--- src/include/cnm_defs.vh ---
`ifndef CNM_DEFS_VH
`define CNM_DEFS_VH
// Function codes of the default identifier set.
`define CNM_FC_NMT      4'h0
`define CNM_FC_SYNC     4'h1
`define CNM_FC_EMCY     4'h1
`define CNM_FC_TIME     4'h2
`define CNM_FC_TPDO1    4'h3
`define CNM_FC_RPDO1    4'h4
`define CNM_FC_TPDO2    4'h5
`define CNM_FC_RPDO2    4'h6
`define CNM_FC_TPDO3    4'h7
`define CNM_FC_RPDO3    4'h8
`define CNM_FC_TPDO4    4'h9
`define CNM_FC_RPDO4    4'ha
`define CNM_FC_TSDO     4'hb
`define CNM_FC_RSDO     4'hc
`define CNM_FC_ERRCTL   4'he
// Identifier field positions.
`define CNM_ID_FC_HI    10
`define CNM_ID_FC_LO    7
`define CNM_ID_NODE_HI  6
`define CNM_ID_NODE_LO  0
// Command specifiers carried in byte 0 of an NMT frame.
`define CNM_CS_START    8'h01
`define CNM_CS_STOP     8'h02
`define CNM_CS_PREOP    8'h80
`define CNM_CS_RST_NODE 8'h81
`define CNM_CS_RST_COMM 8'h82
// State codes reported in heartbeat and guarding answers.
`define CNM_RPT_BOOT    7'h00
`define CNM_RPT_STOP    7'h04
`define CNM_RPT_OPER    7'h05
`define CNM_RPT_PREOP   7'h7f
// Millisecond tick: 1 ms at 50 MHz.
`define CNM_CLK_HZ      50000000
`define CNM_TICK_MS     1
`define CNM_TICK_CYC    (`CNM_CLK_HZ / 1000 * `CNM_TICK_MS)
// Reset values of the configured times.
`define CNM_RST_TIME    16'h0000
`endif

--- src/hw/cnm_id_filter.v ---
`timescale 1ns/1ns
`include "cnm_defs.vh"
// Classifies one received identifier against the default connection set.
module cnm_id_filter (
  // Received frame identifier and own node.
  input  wire [10:0] i_id,
  input  wire [6:0]  i_node_id,
  // Configured receive identifiers for the four receive PDOs.
  input  wire [43:0] i_rpdo_id,
  // Classification.
  output wire        o_is_nmt,
  output wire        o_is_sync,
  output wire        o_is_rsdo,
  output wire        o_is_guard,
  output wire        o_is_hb,
  output wire [3:0]  o_rpdo_hit
);

  wire [3:0] fc;
  wire [6:0] nid;

  // Split the identifier into function and node parts.
  assign fc  = i_id[`CNM_ID_FC_HI:`CNM_ID_FC_LO];
  assign nid = i_id[`CNM_ID_NODE_HI:`CNM_ID_NODE_LO];

  // Broadcast objects carry node zero; fixed peer objects carry our node.
  assign o_is_nmt   = (fc == `CNM_FC_NMT) && (nid == 7'h00);
  assign o_is_sync  = (fc == `CNM_FC_SYNC) && (nid == 7'h00);
  assign o_is_rsdo  = (fc == `CNM_FC_RSDO) && (nid == i_node_id);
  assign o_is_guard = (fc == `CNM_FC_ERRCTL) && (nid == i_node_id);
  // Heartbeats of any other node may be monitored.
  assign o_is_hb    = (fc == `CNM_FC_ERRCTL) && (nid != 7'h00) &&
                      (nid != i_node_id);

  // Receive PDOs match whatever identifier is configured for them.
  genvar g;
  generate
    for (g = 0; g < 4; g = g + 1) begin : g_rpdo
      assign o_rpdo_hit[g] = (i_id == i_rpdo_id[g*11+10:g*11]);
    end
  endgenerate

endmodule // cnm_id_filter

--- src/hw/cnm_nmt_slave.v ---
`timescale 1ns/1ns
`include "cnm_defs.vh"
module cnm_nmt_slave (
  // Clock and reset.
  input  wire        i_core_clk,
  input  wire        i_rst,
  // Node configuration, steady while running.
  input  wire [6:0]  i_node_id,
  input  wire        i_has_storage,
  input  wire [15:0] i_hb_prod_ms,
  input  wire [15:0] i_hb_cons_ms,
  input  wire [15:0] i_life_ms,
  input  wire [43:0] i_rpdo_id_cfg,
  input  wire [3:0]  i_rpdo_id_set,
  // Received frame.
  input  wire        i_rx_valid,
  input  wire [10:0] i_rx_id,
  input  wire        i_rx_rtr,
  input  wire [3:0]  i_rx_dlc,
  input  wire [7:0]  i_rx_b0,
  input  wire [7:0]  i_rx_b1,
  // Transmit request, held until accepted.
  input  wire        i_tx_ready,
  output reg         o_tx_valid,
  output reg  [10:0] o_tx_id,
  output reg  [3:0]  o_tx_dlc,
  output reg  [7:0]  o_tx_b0,
  // Application and status.
  output reg         o_load_app,
  output reg         o_load_comm,
  output reg         o_load_stored,
  output reg         o_load_default,
  output reg  [6:0]  o_state,
  output reg         o_pdo_en,
  output reg         o_sdo_en,
  output reg  [3:0]  o_rpdo_accept,
  output reg         o_sdo_accept,
  output reg         o_sync_accept,
  output reg         o_hb_event,
  output reg         o_life_event,
  output reg         o_guard_active,
  output reg         o_hb_active,
  output reg  [43:0] o_rpdo_id
);

  // One-hot node states.
  localparam ST_RST_APP  = 7'h01;
  localparam ST_RST_COMM = 7'h02;
  localparam ST_INIT     = 7'h04;
  localparam ST_BOOT     = 7'h08;
  localparam ST_PREOP    = 7'h10;
  localparam ST_OPER     = 7'h20;
  localparam ST_STOP     = 7'h40;

  reg  [6:0]  state;
  reg  [6:0]  next_state;
  reg         from_comm;
  reg  [15:0] tick_cnt;
  reg         tick;
  reg  [15:0] hb_prod_cnt;
  reg  [15:0] hb_cons_cnt;
  reg  [15:0] life_cnt;
  reg  [1:0]  toggle;
  reg         guard_pend;
  reg         hb_pend;
  wire        is_nmt;
  wire        is_sync;
  wire        is_rsdo;
  wire        is_guard;
  wire        is_hb;
  wire [3:0]  rpdo_hit;
  wire        for_us;
  wire        cmd_ok;
  wire        tx_take;
  wire [31:0] tick_last;
  reg  [6:0]  rpt;

  // Identifier classifier.
  cnm_id_filter u_filter (
    .i_id       (i_rx_id),
    .i_node_id  (i_node_id),
    .i_rpdo_id  (o_rpdo_id),
    .o_is_nmt   (is_nmt),
    .o_is_sync  (is_sync),
    .o_is_rsdo  (is_rsdo),
    .o_is_guard (is_guard),
    .o_is_hb    (is_hb),
    .o_rpdo_hit (rpdo_hit)
  );

  // Node zero in byte 1 addresses every node at once.
  assign for_us  = (i_rx_b1 == 8'h00) || (i_rx_b1 == {1'b0, i_node_id});
  assign cmd_ok  = i_rx_valid && is_nmt && !i_rx_rtr &&
                   (i_rx_dlc == 4'h2) && for_us;
  assign tx_take = o_tx_valid && i_tx_ready;
  // Last count of the millisecond divider, cut to the counter's width.
  assign tick_last = `CNM_TICK_CYC - 1;

  // Code of the present state as reported on the bus.
  always @* begin
    case (state)
      ST_STOP:  rpt = `CNM_RPT_STOP;
      ST_OPER:  rpt = `CNM_RPT_OPER;
      ST_PREOP: rpt = `CNM_RPT_PREOP;
      default:  rpt = `CNM_RPT_BOOT;
    endcase
  end

  // Next node state; commands are honoured in every running state.
  always @* begin
    next_state = state;
    case (state)
      ST_RST_APP:  next_state = ST_RST_COMM;
      ST_RST_COMM: next_state = ST_INIT;
      ST_INIT:     next_state = ST_BOOT;
      ST_BOOT: begin
        if (tx_take) begin
          next_state = ST_PREOP;
        end
      end
      ST_PREOP, ST_OPER, ST_STOP: begin
        if (cmd_ok) begin
          case (i_rx_b0)
            `CNM_CS_START:    next_state = ST_OPER;
            `CNM_CS_STOP:     next_state = ST_STOP;
            `CNM_CS_PREOP:    next_state = ST_PREOP;
            `CNM_CS_RST_NODE: next_state = ST_RST_APP;
            `CNM_CS_RST_COMM: next_state = ST_RST_COMM;
            default:          next_state = state;
          endcase
        end
      end
      default: next_state = ST_RST_APP;
    endcase
  end

  // State register and the one-cycle load strobes of initialisation.
  always @(posedge i_core_clk) begin
    if (i_rst) begin
      state          <= ST_RST_APP;
      from_comm      <= 1'b0;
      o_load_app     <= 1'b0;
      o_load_comm    <= 1'b0;
      o_load_stored  <= 1'b0;
      o_load_default <= 1'b0;
    end else begin
      state          <= next_state;
      o_load_app     <= (state == ST_RST_APP);
      o_load_comm    <= (state == ST_RST_COMM);
      // Only a reset-communication command skips the stored values; the
      // power-on and reset-node paths pass reset-application first.
      if (state == ST_RST_APP) begin
        from_comm <= 1'b0;
      end else if (next_state == ST_RST_COMM) begin
        from_comm <= 1'b1;
      end
      o_load_stored  <= (state == ST_INIT) && !from_comm &&
                        i_has_storage;
      o_load_default <= (state == ST_INIT) && !from_comm &&
                        !i_has_storage;
    end
  end

  // Default function code of receive PDO n: 4, 6, 8 and 10.
  function [3:0] rpdo_fc;
    input integer idx;
    begin
      rpdo_fc = `CNM_FC_RPDO1 + {idx[1:0], 1'b0};
    end
  endfunction

  // Identifier table: reset-communication restores the default set.
  genvar g;
  generate
    for (g = 0; g < 4; g = g + 1) begin : g_id
      always @(posedge i_core_clk) begin
        if (i_rst || state == ST_RST_COMM) begin
          o_rpdo_id[g*11+10:g*11] <= {rpdo_fc(g), 7'h00};
        end else if (state == ST_INIT) begin
          // Default receive identifiers carry our node.
          o_rpdo_id[g*11+10:g*11] <= {rpdo_fc(g), i_node_id};
        end else if (state == ST_PREOP && i_rpdo_id_set[g]) begin
          // Only PDO identifiers are writable; the rest stay fixed.
          o_rpdo_id[g*11+10:g*11] <= i_rpdo_id_cfg[g*11+10:g*11];
        end
      end
    end
  endgenerate

  // Traffic gating and receive acceptance, one cycle after the frame.
  always @(posedge i_core_clk) begin
    if (i_rst) begin
      o_state       <= `CNM_RPT_BOOT;
      o_pdo_en      <= 1'b0;
      o_sdo_en      <= 1'b0;
      o_rpdo_accept <= 4'h0;
      o_sdo_accept  <= 1'b0;
      o_sync_accept <= 1'b0;
    end else begin
      o_state       <= rpt;
      o_pdo_en      <= (state == ST_OPER);
      o_sdo_en      <= (state == ST_OPER) || (state == ST_PREOP);
      o_rpdo_accept <= (i_rx_valid && !i_rx_rtr && state == ST_OPER) ?
                       rpdo_hit : 4'h0;
      o_sdo_accept  <= i_rx_valid && !i_rx_rtr && is_rsdo &&
                       ((state == ST_OPER) || (state == ST_PREOP));
      o_sync_accept <= i_rx_valid && is_sync && (state == ST_OPER);
    end
  end

  // Millisecond tick from a divider.
  always @(posedge i_core_clk) begin
    if (i_rst || tick_cnt == tick_last[15:0]) begin
      tick_cnt <= 16'h0000;
      tick     <= ~i_rst;
    end else begin
      tick_cnt <= tick_cnt + 16'h0001;
      tick     <= 1'b0;
    end
  end

  // Error-control selection: first service started after boot-up wins.
  always @(posedge i_core_clk) begin
    if (i_rst || state == ST_RST_APP || state == ST_RST_COMM) begin
      o_hb_active    <= 1'b0;
      o_guard_active <= 1'b0;
    end else if (!o_hb_active && !o_guard_active &&
                 (state == ST_PREOP || state == ST_OPER ||
                  state == ST_STOP)) begin
      if (i_hb_prod_ms != `CNM_RST_TIME) begin
        o_hb_active <= 1'b1;
      end else if (i_rx_valid && is_guard && i_rx_rtr) begin
        o_guard_active <= 1'b1;
      end
    end
  end

  // Heartbeat producer period in ms; a new period outranks the take that
  // clears the pending flag, so no period is lost or drifts.
  always @(posedge i_core_clk) begin
    if (i_rst || !o_hb_active) begin
      hb_prod_cnt <= 16'h0000;
      hb_pend     <= 1'b0;
    end else begin
      if (tick && hb_prod_cnt + 16'h0001 >= i_hb_prod_ms) begin
        hb_prod_cnt <= 16'h0000;
        hb_pend     <= 1'b1;
      end else begin
        if (tick) begin
          hb_prod_cnt <= hb_prod_cnt + 16'h0001;
        end
        if (tx_take && !guard_pend) begin
          hb_pend <= 1'b0;
        end
      end
    end
  end

  // Consumer: restarts on each monitored heartbeat, zero time disables.
  always @(posedge i_core_clk) begin
    if (i_rst || i_hb_cons_ms == `CNM_RST_TIME) begin
      hb_cons_cnt <= 16'h0000;
      o_hb_event  <= 1'b0;
    end else if (i_rx_valid && is_hb && !i_rx_rtr) begin
      hb_cons_cnt <= 16'h0000;
      o_hb_event  <= 1'b0;
    end else if (tick && !o_hb_event) begin
      if (hb_cons_cnt + 16'h0001 >= i_hb_cons_ms) begin
        o_hb_event <= 1'b1;
      end else begin
        hb_cons_cnt <= hb_cons_cnt + 16'h0001;
      end
    end
  end

  // Life guarding: each poll restarts the life timer.
  always @(posedge i_core_clk) begin
    if (i_rst || !o_guard_active || i_life_ms == `CNM_RST_TIME) begin
      life_cnt     <= 16'h0000;
      o_life_event <= 1'b0;
    end else if (i_rx_valid && is_guard && i_rx_rtr) begin
      life_cnt     <= 16'h0000;
      o_life_event <= 1'b0;
    end else if (tick && !o_life_event) begin
      if (life_cnt + 16'h0001 >= i_life_ms) begin
        o_life_event <= 1'b1;
      end else begin
        life_cnt <= life_cnt + 16'h0001;
      end
    end
  end

  // Guard answers; a poll arriving during acceptance is still kept.
  always @(posedge i_core_clk) begin
    if (i_rst || state == ST_RST_APP || state == ST_RST_COMM) begin
      guard_pend <= 1'b0;
      toggle     <= 2'b00;
    end else begin
      if (i_rx_valid && is_guard && i_rx_rtr &&
          (o_guard_active || i_hb_prod_ms == `CNM_RST_TIME)) begin
        guard_pend <= 1'b1;
      end else if (tx_take && guard_pend) begin
        guard_pend <= 1'b0;
      end
      if (tx_take && guard_pend) begin
        toggle <= {1'b0, ~toggle[0]};
      end
    end
  end

  // Transmit slot: boot-up first, then guard answers, then heartbeats.
  // All frames use the fixed error-control identifier of this node.
  always @(posedge i_core_clk) begin
    if (i_rst) begin
      o_tx_valid <= 1'b0;
      o_tx_id    <= 11'h000;
      o_tx_dlc   <= 4'h0;
      o_tx_b0    <= 8'h00;
    end else if (o_tx_valid && !i_tx_ready) begin
      o_tx_valid <= 1'b1;  // Held until accepted, so no frame is lost.
    end else if (state == ST_BOOT && !tx_take) begin
      o_tx_valid <= 1'b1;
      o_tx_id    <= {`CNM_FC_ERRCTL, i_node_id};
      o_tx_dlc   <= 4'h1;
      o_tx_b0    <= {1'b0, `CNM_RPT_BOOT};
    end else if (guard_pend && !tx_take) begin
      o_tx_valid <= 1'b1;
      o_tx_id    <= {`CNM_FC_ERRCTL, i_node_id};
      o_tx_dlc   <= 4'h1;
      o_tx_b0    <= {toggle[0], rpt};
    end else if (hb_pend && !tx_take) begin
      o_tx_valid <= 1'b1;
      o_tx_id    <= {`CNM_FC_ERRCTL, i_node_id};
      o_tx_dlc   <= 4'h1;
      o_tx_b0    <= {1'b0, rpt};
    end else begin
      o_tx_valid <= 1'b0;
    end
  end

endmodule // cnm_nmt_slave

--- config.mk ---
export PLATFORM = sky130hd
export DESIGN_NAME = cnm_nmt_slave
export DESIGN_NICKNAME = d
export VERILOG_FILES = /design/src/hw/cnm_id_filter.v /design/src/hw/cnm_nmt_slave.v
export VERILOG_INCLUDE_DIRS = /design/src /design/src/include
export SDC_FILE = /design/constraint.sdc
export NUM_CORES = 1
export LEC_CHECK = 0
export BUFFER_PORTS_ARGS = -buffer_cell sky130_fd_sc_hd__buf_2
export CAP_MARGIN = 40
export CORE_ASPECT_RATIO = 1.1
export CORE_MARGIN = 3
export CORE_UTILIZATION = 51
export CTS_BUF_LIST = sky130_fd_sc_hd__clkbuf_4 sky130_fd_sc_hd__clkbuf_8
export DETAILED_ROUTE_END_ITERATION = 6
export GPL_TIMING_DRIVEN = 0
export PLACE_DENSITY = 0.87
export SETUP_SLACK_MARGIN = 0.15
export SYNTH_ARGS = -nofsm -noshare
export SYNTH_HDL_FRONTEND = slang
export SYNTH_SLANG_ARGS = --single-unit
--- constraint.sdc ---
create_clock -name i_core_clk -period 9.9 [get_ports i_core_clk]
set_input_delay 0.99 -clock i_core_clk [delete_from_list [all_inputs] [get_ports i_core_clk]]
set_output_delay 0.99 -clock i_core_clk [all_outputs]
set_load 0.005 [all_outputs]
# Yosys cells after proc, flatten, opt, wreduce, memory -nomap -nowiden
# Index checks and enable logic that the tools add are counted.
[word_totals]
reg_bits = 167
input_bits = 140
out_inout_bits = 91
elab_cells = 196
[op_classes]
n_mux = 30
n_eq_ne = 25
order_cmp = 3
n_reduce_logical = 91
add_sub_neg = 4
n_bitwise = 7
[op_table]
columns = ["operator", "n"]
rows = [
  ["$mux W7", 10],
  ["$pmux W7 S5", 2],
  ["$add A16 B1 Y16 const B", 4],
  ["$ge A16 B16 Y1", 3],
  ["$logic_not A16 Y1", 3],
  ["$eq A11 B11 Y1", 4],
  ["$logic_and A1 B1 Y1", 40],
  ["$mux W11", 3],
  ["$eq A8 B8 Y1 const B", 3],
  ["$mux W8", 3],
  ["$pmux W7 S3", 1],
  ["$eq A16 B16 Y1 const B", 1],
  ["$reduce_bool A16 Y1", 1],
  ["$eq A7 B2 Y1 const B", 2],
  ["$logic_or A1 B1 Y1", 12],
  ["$mux W4", 3],
  ["$reduce_and A2 Y1", 6],
  ["$reduce_bool A2 Y1", 6],
  ["$reduce_or A2 Y1", 6],
  ["$logic_not A1 Y1", 10],
  ["$eq A4 B4 Y1 const B", 2],
  ["$eq A8 B1 Y1 const B", 1],
  ["$eq A8 B2 Y1 const B", 1],
  ["$eq A8 B7 Y1", 1],
  ["19 further kinds", 32],
]

# Longest topological paths before layout
[logic_depth]
ltp_word = 9
depth_mapped = 16
mapped_depth_nobuf = 14

# Hierarchy
# A second synthesis with hierarchy kept.
[hier_totals]
hier_cells = 1091
hier_area_um2 = 8977.4
[modules_own_cells]
columns = ["module", "cells_each", "instances", "area_per_inst_um2"]
rows = [
  ["cnm_nmt_slave", 998, 1, 8255.4],
  ["cnm_id_filter", 93, 1, 721.9],
]

# Worst setup path after synthesis
# No wires, ideal clock.
[synth_path]
path_type = "register to register"
from = "register life_cnt[0]"
to = "register life_cnt[1]"
slack_ns = 6.267
path_stages_with_launch = 16
t_required_ns = 9.825
arrival_ns = 3.558
path_buffers = 3
cell_sequence = "dfxtp_1 ha_1 nand3_1 or2_1 clkbuf_1 or4_4 or2_2 xnor2_1 ha_1 nand4_1 a21oi_1 o21a_1 clkbuf_1 clkbuf_1 o21ai_0 a21oi_1"
[synth_via]
elab_chain_len = 4
[synth_rtl]
columns = ["element", "line_no", "source"]
rows = [
  ["start: declaration", "cnm_nmt_slave.v:62", "reg [15:0] life_cnt;"],
  ["start signal: assignment", "cnm_nmt_slave.v:288", "life_cnt <= life_cnt + 16'h0001;"],
  ["$add A16 B1 Y16 *", "cnm_nmt_slave.v:285, cnm_nmt_slave.v:288", ""],
  ["$ge A16 B16 Y1", "cnm_nmt_slave.v:285", "if (life_cnt + 16'h0001 >= i_life_ms) begin"],
  ["$not A1 Y1 (no source line)", "--", ""],
  ["$reduce_and A2 Y1 (no source line)", "--", ""],
]
# Every way passes the cells marked *; elsewhere a longest branch is shown, timed or not.
# A chain may end at the register's enable or synchronous reset.

# Worst setup path after layout
[layout_path]
from = "register hb_cons_cnt[0]"
to = "register hb_cons_cnt[1]"
[layout_via]
elab_chain_len = 4
[layout_rtl]
columns = ["element", "line_no", "source"]
rows = [
  ["start: declaration", "cnm_nmt_slave.v:61", "reg [15:0] hb_cons_cnt;"],
  ["start signal: assignment", "cnm_nmt_slave.v:271", "hb_cons_cnt <= hb_cons_cnt + 16'h0001;"],
  ["$add A16 B1 Y16 *", "cnm_nmt_slave.v:268, cnm_nmt_slave.v:271", ""],
  ["$ge A16 B16 Y1", "cnm_nmt_slave.v:268", "if (hb_cons_cnt + 16'h0001 >= i_hb_cons_ms) begin"],
  ["$not A1 Y1 (no source line)", "--", ""],
  ["$reduce_and A2 Y1 (no source line)", "--", ""],
]
# Marked as above.

==> results_dict.tcl <==
set metrics [dict create \
    worstSetupPathType "reg -> reg" \
    wl_per_cell_um 16.5 \
    ys_seq_area_share_pct 33.5 \
    grt_overflow_total 0 \
    synth_area_leaders "dfxtp_1, xor2_1, ha_1" \
    cp.depth 16 \
    clock_latency_ns 0.45 \
    p_per_area_mw_per_mm2 118 \
    ys_async_sr_fraction_pct 0 \
    yosys-top-cells-count "dfxtp_1, nand2_1, a21oi_1" \
    die-width_um 133 \
    worst-r2r-cell-count 16 \
    synth_area_leader_cell "dfxtp_1" \
    outcome "completed" \
    swShare_pct 26.5 \
    period_minus_slack_ns 4.39 \
    syn_area_mm2 0.00901 \
    grtUsageMet2_pct 46.8 \
    p_switching_w 0.000337 \
    max_slew_margin_pct 44.6 \
    drv_slew 0 \
    end_kind "flop" \
    clockPowerShare_pct 39.1 \
    grt_usage_pct 27.0 \
    slowest_delay_ns 0.46 \
    fillerInstances 1503 \
    peakVddDrop_mv 0.0944 \
    finClkSkew_ns 0.0128 \
    antenna_found_initial 1 \
    required_ns 10.28 \
    cp_slowest_cell "clkbuf_1" \
    cts.sinks 151 \
    max_clock_freq_ghz 0.228 \
    num_rows 50 \
    yosysUniqueCellTypes 53 \
    cts_max_path_buffers 2 \
    tns_ns 0 \
    synth_edf_count 0 \
    rsz0062_at_grt "no" \
    core_area_mm2 0.0172 \
    min_path_type "reg -> reg" \
    cts_resized 0 \
    drc 0 \
    critPathBufInv 3 \
    hold_depth 1 \
    netlist_instances 1135 \
    nets 1563 \
    grt_pass1_wl_um 42900 \
    firstDrtPassIters 5 \
    grt_max_degree 17 \
    routed_wl_um 26700 \
    vias 9146 \
    path_clk_slew_ns 0.08 \
    critPathTopFamily "simple AND/OR/NAND/NOR gates" \
    crit_arrival_ns 4.76 \
    comb_power_share_pct 11.4 \
    portBuffers 214 \
    drt_iter0_drc 705 \
    power_frac_seq_pct 49.5 \
    final-hold-violation-count 0 \
    gr-usage-met1_pct 31.6 \
    die-area_mm2 0.0193 \
    worstPathMaxFanout 10 \
    cts_root_buffer "clkbuf_8" \
    start_util_pct 52.4 \
    ant_nets 0 \
    cts_hold_buf 0 \
    avgSynthCellArea_um2 7.94 \
    maxCapViolations 0 \
    io_pins 231 \
    syn_to_final_growth_pct 19.9 \
    post_cts_buffers 0 \
    cts_tree "built" \
    die_y_um 145 \
    cts_max_level 4 \
    dp_hpwl_um 20800 \
    place_congestion 0.898 \
    path_cells "ha_1 > nand3_1 > nor2_1 > nand3_1 > or2_2 > nor3_1 > xor2_1 > ha_1 > nand2_1 > o21ai_0 > or2_2 > clkbuf_1 > clkbuf_1 > clkbuf_1 > o21ai_0 > a21oi_1" \
    synth_top_area_share_pct 33.5 \
    grt_pass1_vias 8859 \
    synth_top_flop_cell "dfxtp_1" \
    synth.most_common_cell "dfxtp_1" \
    critPathMostFrequentCell "clkbuf_1" \
    final_util_pct 62.8 \
    setup_violations 0 \
    gr-usage-met3_pct 5.74 \
    via_per_inst 5.65 \
    critical_path.startpoint_type "flop" \
    period_share_pct 44.3 \
    p_int_w 0.000936 \
    top_usage_layer "met2" \
    cellLeakagePower_nw 4.69 \
    worstMarginPinSlew_ns 0.822 \
    yosysWarnings 0 \
    ys_seq_elements 151 \
    drive_gt1_share_pct 20.0 \
    numCtsBuffers 17 \
]
[metrics by stage]
step | area (um^2) | hold WS [ns] | std cells | total power, W | worst slack, ns
3_5_place_dp | 10400 | 0.458 | 1586 | 0.000787 | 5.61
4_1_cts | 10800 | 0.477 | 1618 | 0.00128 | 5.58
6_report | 10800 | 0.469 | 1620 | 0.00127 | 5.51
2_1_floorplan | 9020 | 0.420 | 1138 | 0.000718 | 6.27
5_1_grt | 10800 | 0.495 | 1619 | 0.00132 | 5.20
3_3_place_gp | 10400 | 0.440 | 1586 | 0.000782 | 5.69
[logic make-up (layout without fill, tap and decap cells)]
logic type      count (synthesis)  count (layout)  synth area share [%]
buf+inv                       140             386                  6.64
fa+ha+maj                      52              52                  7.22
flops                         151             151                  33.5
mux                             9               9                 0.999
compound gates                207             207                  13.8
xor+xnor                      116             116                  11.3
simple gates                  459             459                  26.5
other cells                     1               6                0.0416
[power by group through the flow]
stage               Clock (W)  Combinational [W]  Sequential, W
floorplan                   0          0.0000770       0.000641
global placement            0           0.000139       0.000643
detailed placement          0           0.000144       0.000643
CTS                  0.000502           0.000144       0.000629
global route         0.000529           0.000160       0.000631
finish               0.000498           0.000145       0.000629
[final cells by class]
class	count	area (um^2)	area share [%]
Sequential cell	151	3020	28.0
Clock inverter	9	113	1.04
Inverter	63	236	2.19
Clock buffer	23	304	2.81
Antenna cell	2	5.00	0.0463
Timing Repair Buffer	214	1070	9.91
Multi-Input combinational cell	847	5400	50.0
Tap cell	234	293	2.71
Buffer	77	362	3.34
[final timing paths]
path,endpoint,slack [ns],from
min,tick_cnt[0]$_SDFF_PP0_,0.47,tick_cnt[0]$_SDFF_PP0_
min reg2reg,tick_cnt[0]$_SDFF_PP0_,0.47,tick_cnt[0]$_SDFF_PP0_
max reg2reg,hb_cons_cnt[1]$_SDFFE_PP0P_,5.51,hb_cons_cnt[0]$_SDFFE_PP0P_
max,hb_cons_cnt[1]$_SDFFE_PP0P_,5.51,hb_cons_cnt[0]$_SDFFE_PP0P_
[registers in the layout (all words and copies together), names as in the netlist, 3 cells and up]
register	cells
hb_cons_cnt	16
hb_prod_cnt	16
life_cnt	16
o_rpdo_accept	4
o_rpdo_id	44
o_state	3
o_tx_b0	4
o_tx_id	8
state	7
tick_cnt	16
[per-layer routing]
metal	wire [um]	share of wire, %
met2	13100	49
met1	10700	40
met3	1900	7.1
met5	0	0
met4	1060	4.0
[cells in the final DEF (no fill, tap or decap), types with 5 or more instances in the layout]
master,instances
a21oi_1,83
a31oi_1,30
and2_1,11
and3_1,14
buf_2,215
buf_4,17
clkbuf_1,56
clkbuf_8,21
dfxtp_1,151
ha_1,52
inv_1,63
mux2i_1,9
nand2_1,150
nand2b_1,13
nand3_1,46
nand3b_1,11
nand4_1,17
nand4b_1,5
nor2_1,67
nor2b_1,5
nor3_1,14
nor4_1,34
nor4b_1,10
o211ai_1,5
o21a_1,5
o21ai_0,37
o31ai_1,25
or2_2,8
or3_1,7
or4_1,29
xnor2_1,34
xor2_1,82
Note: power is estimated with default switching activity, not from simulation.
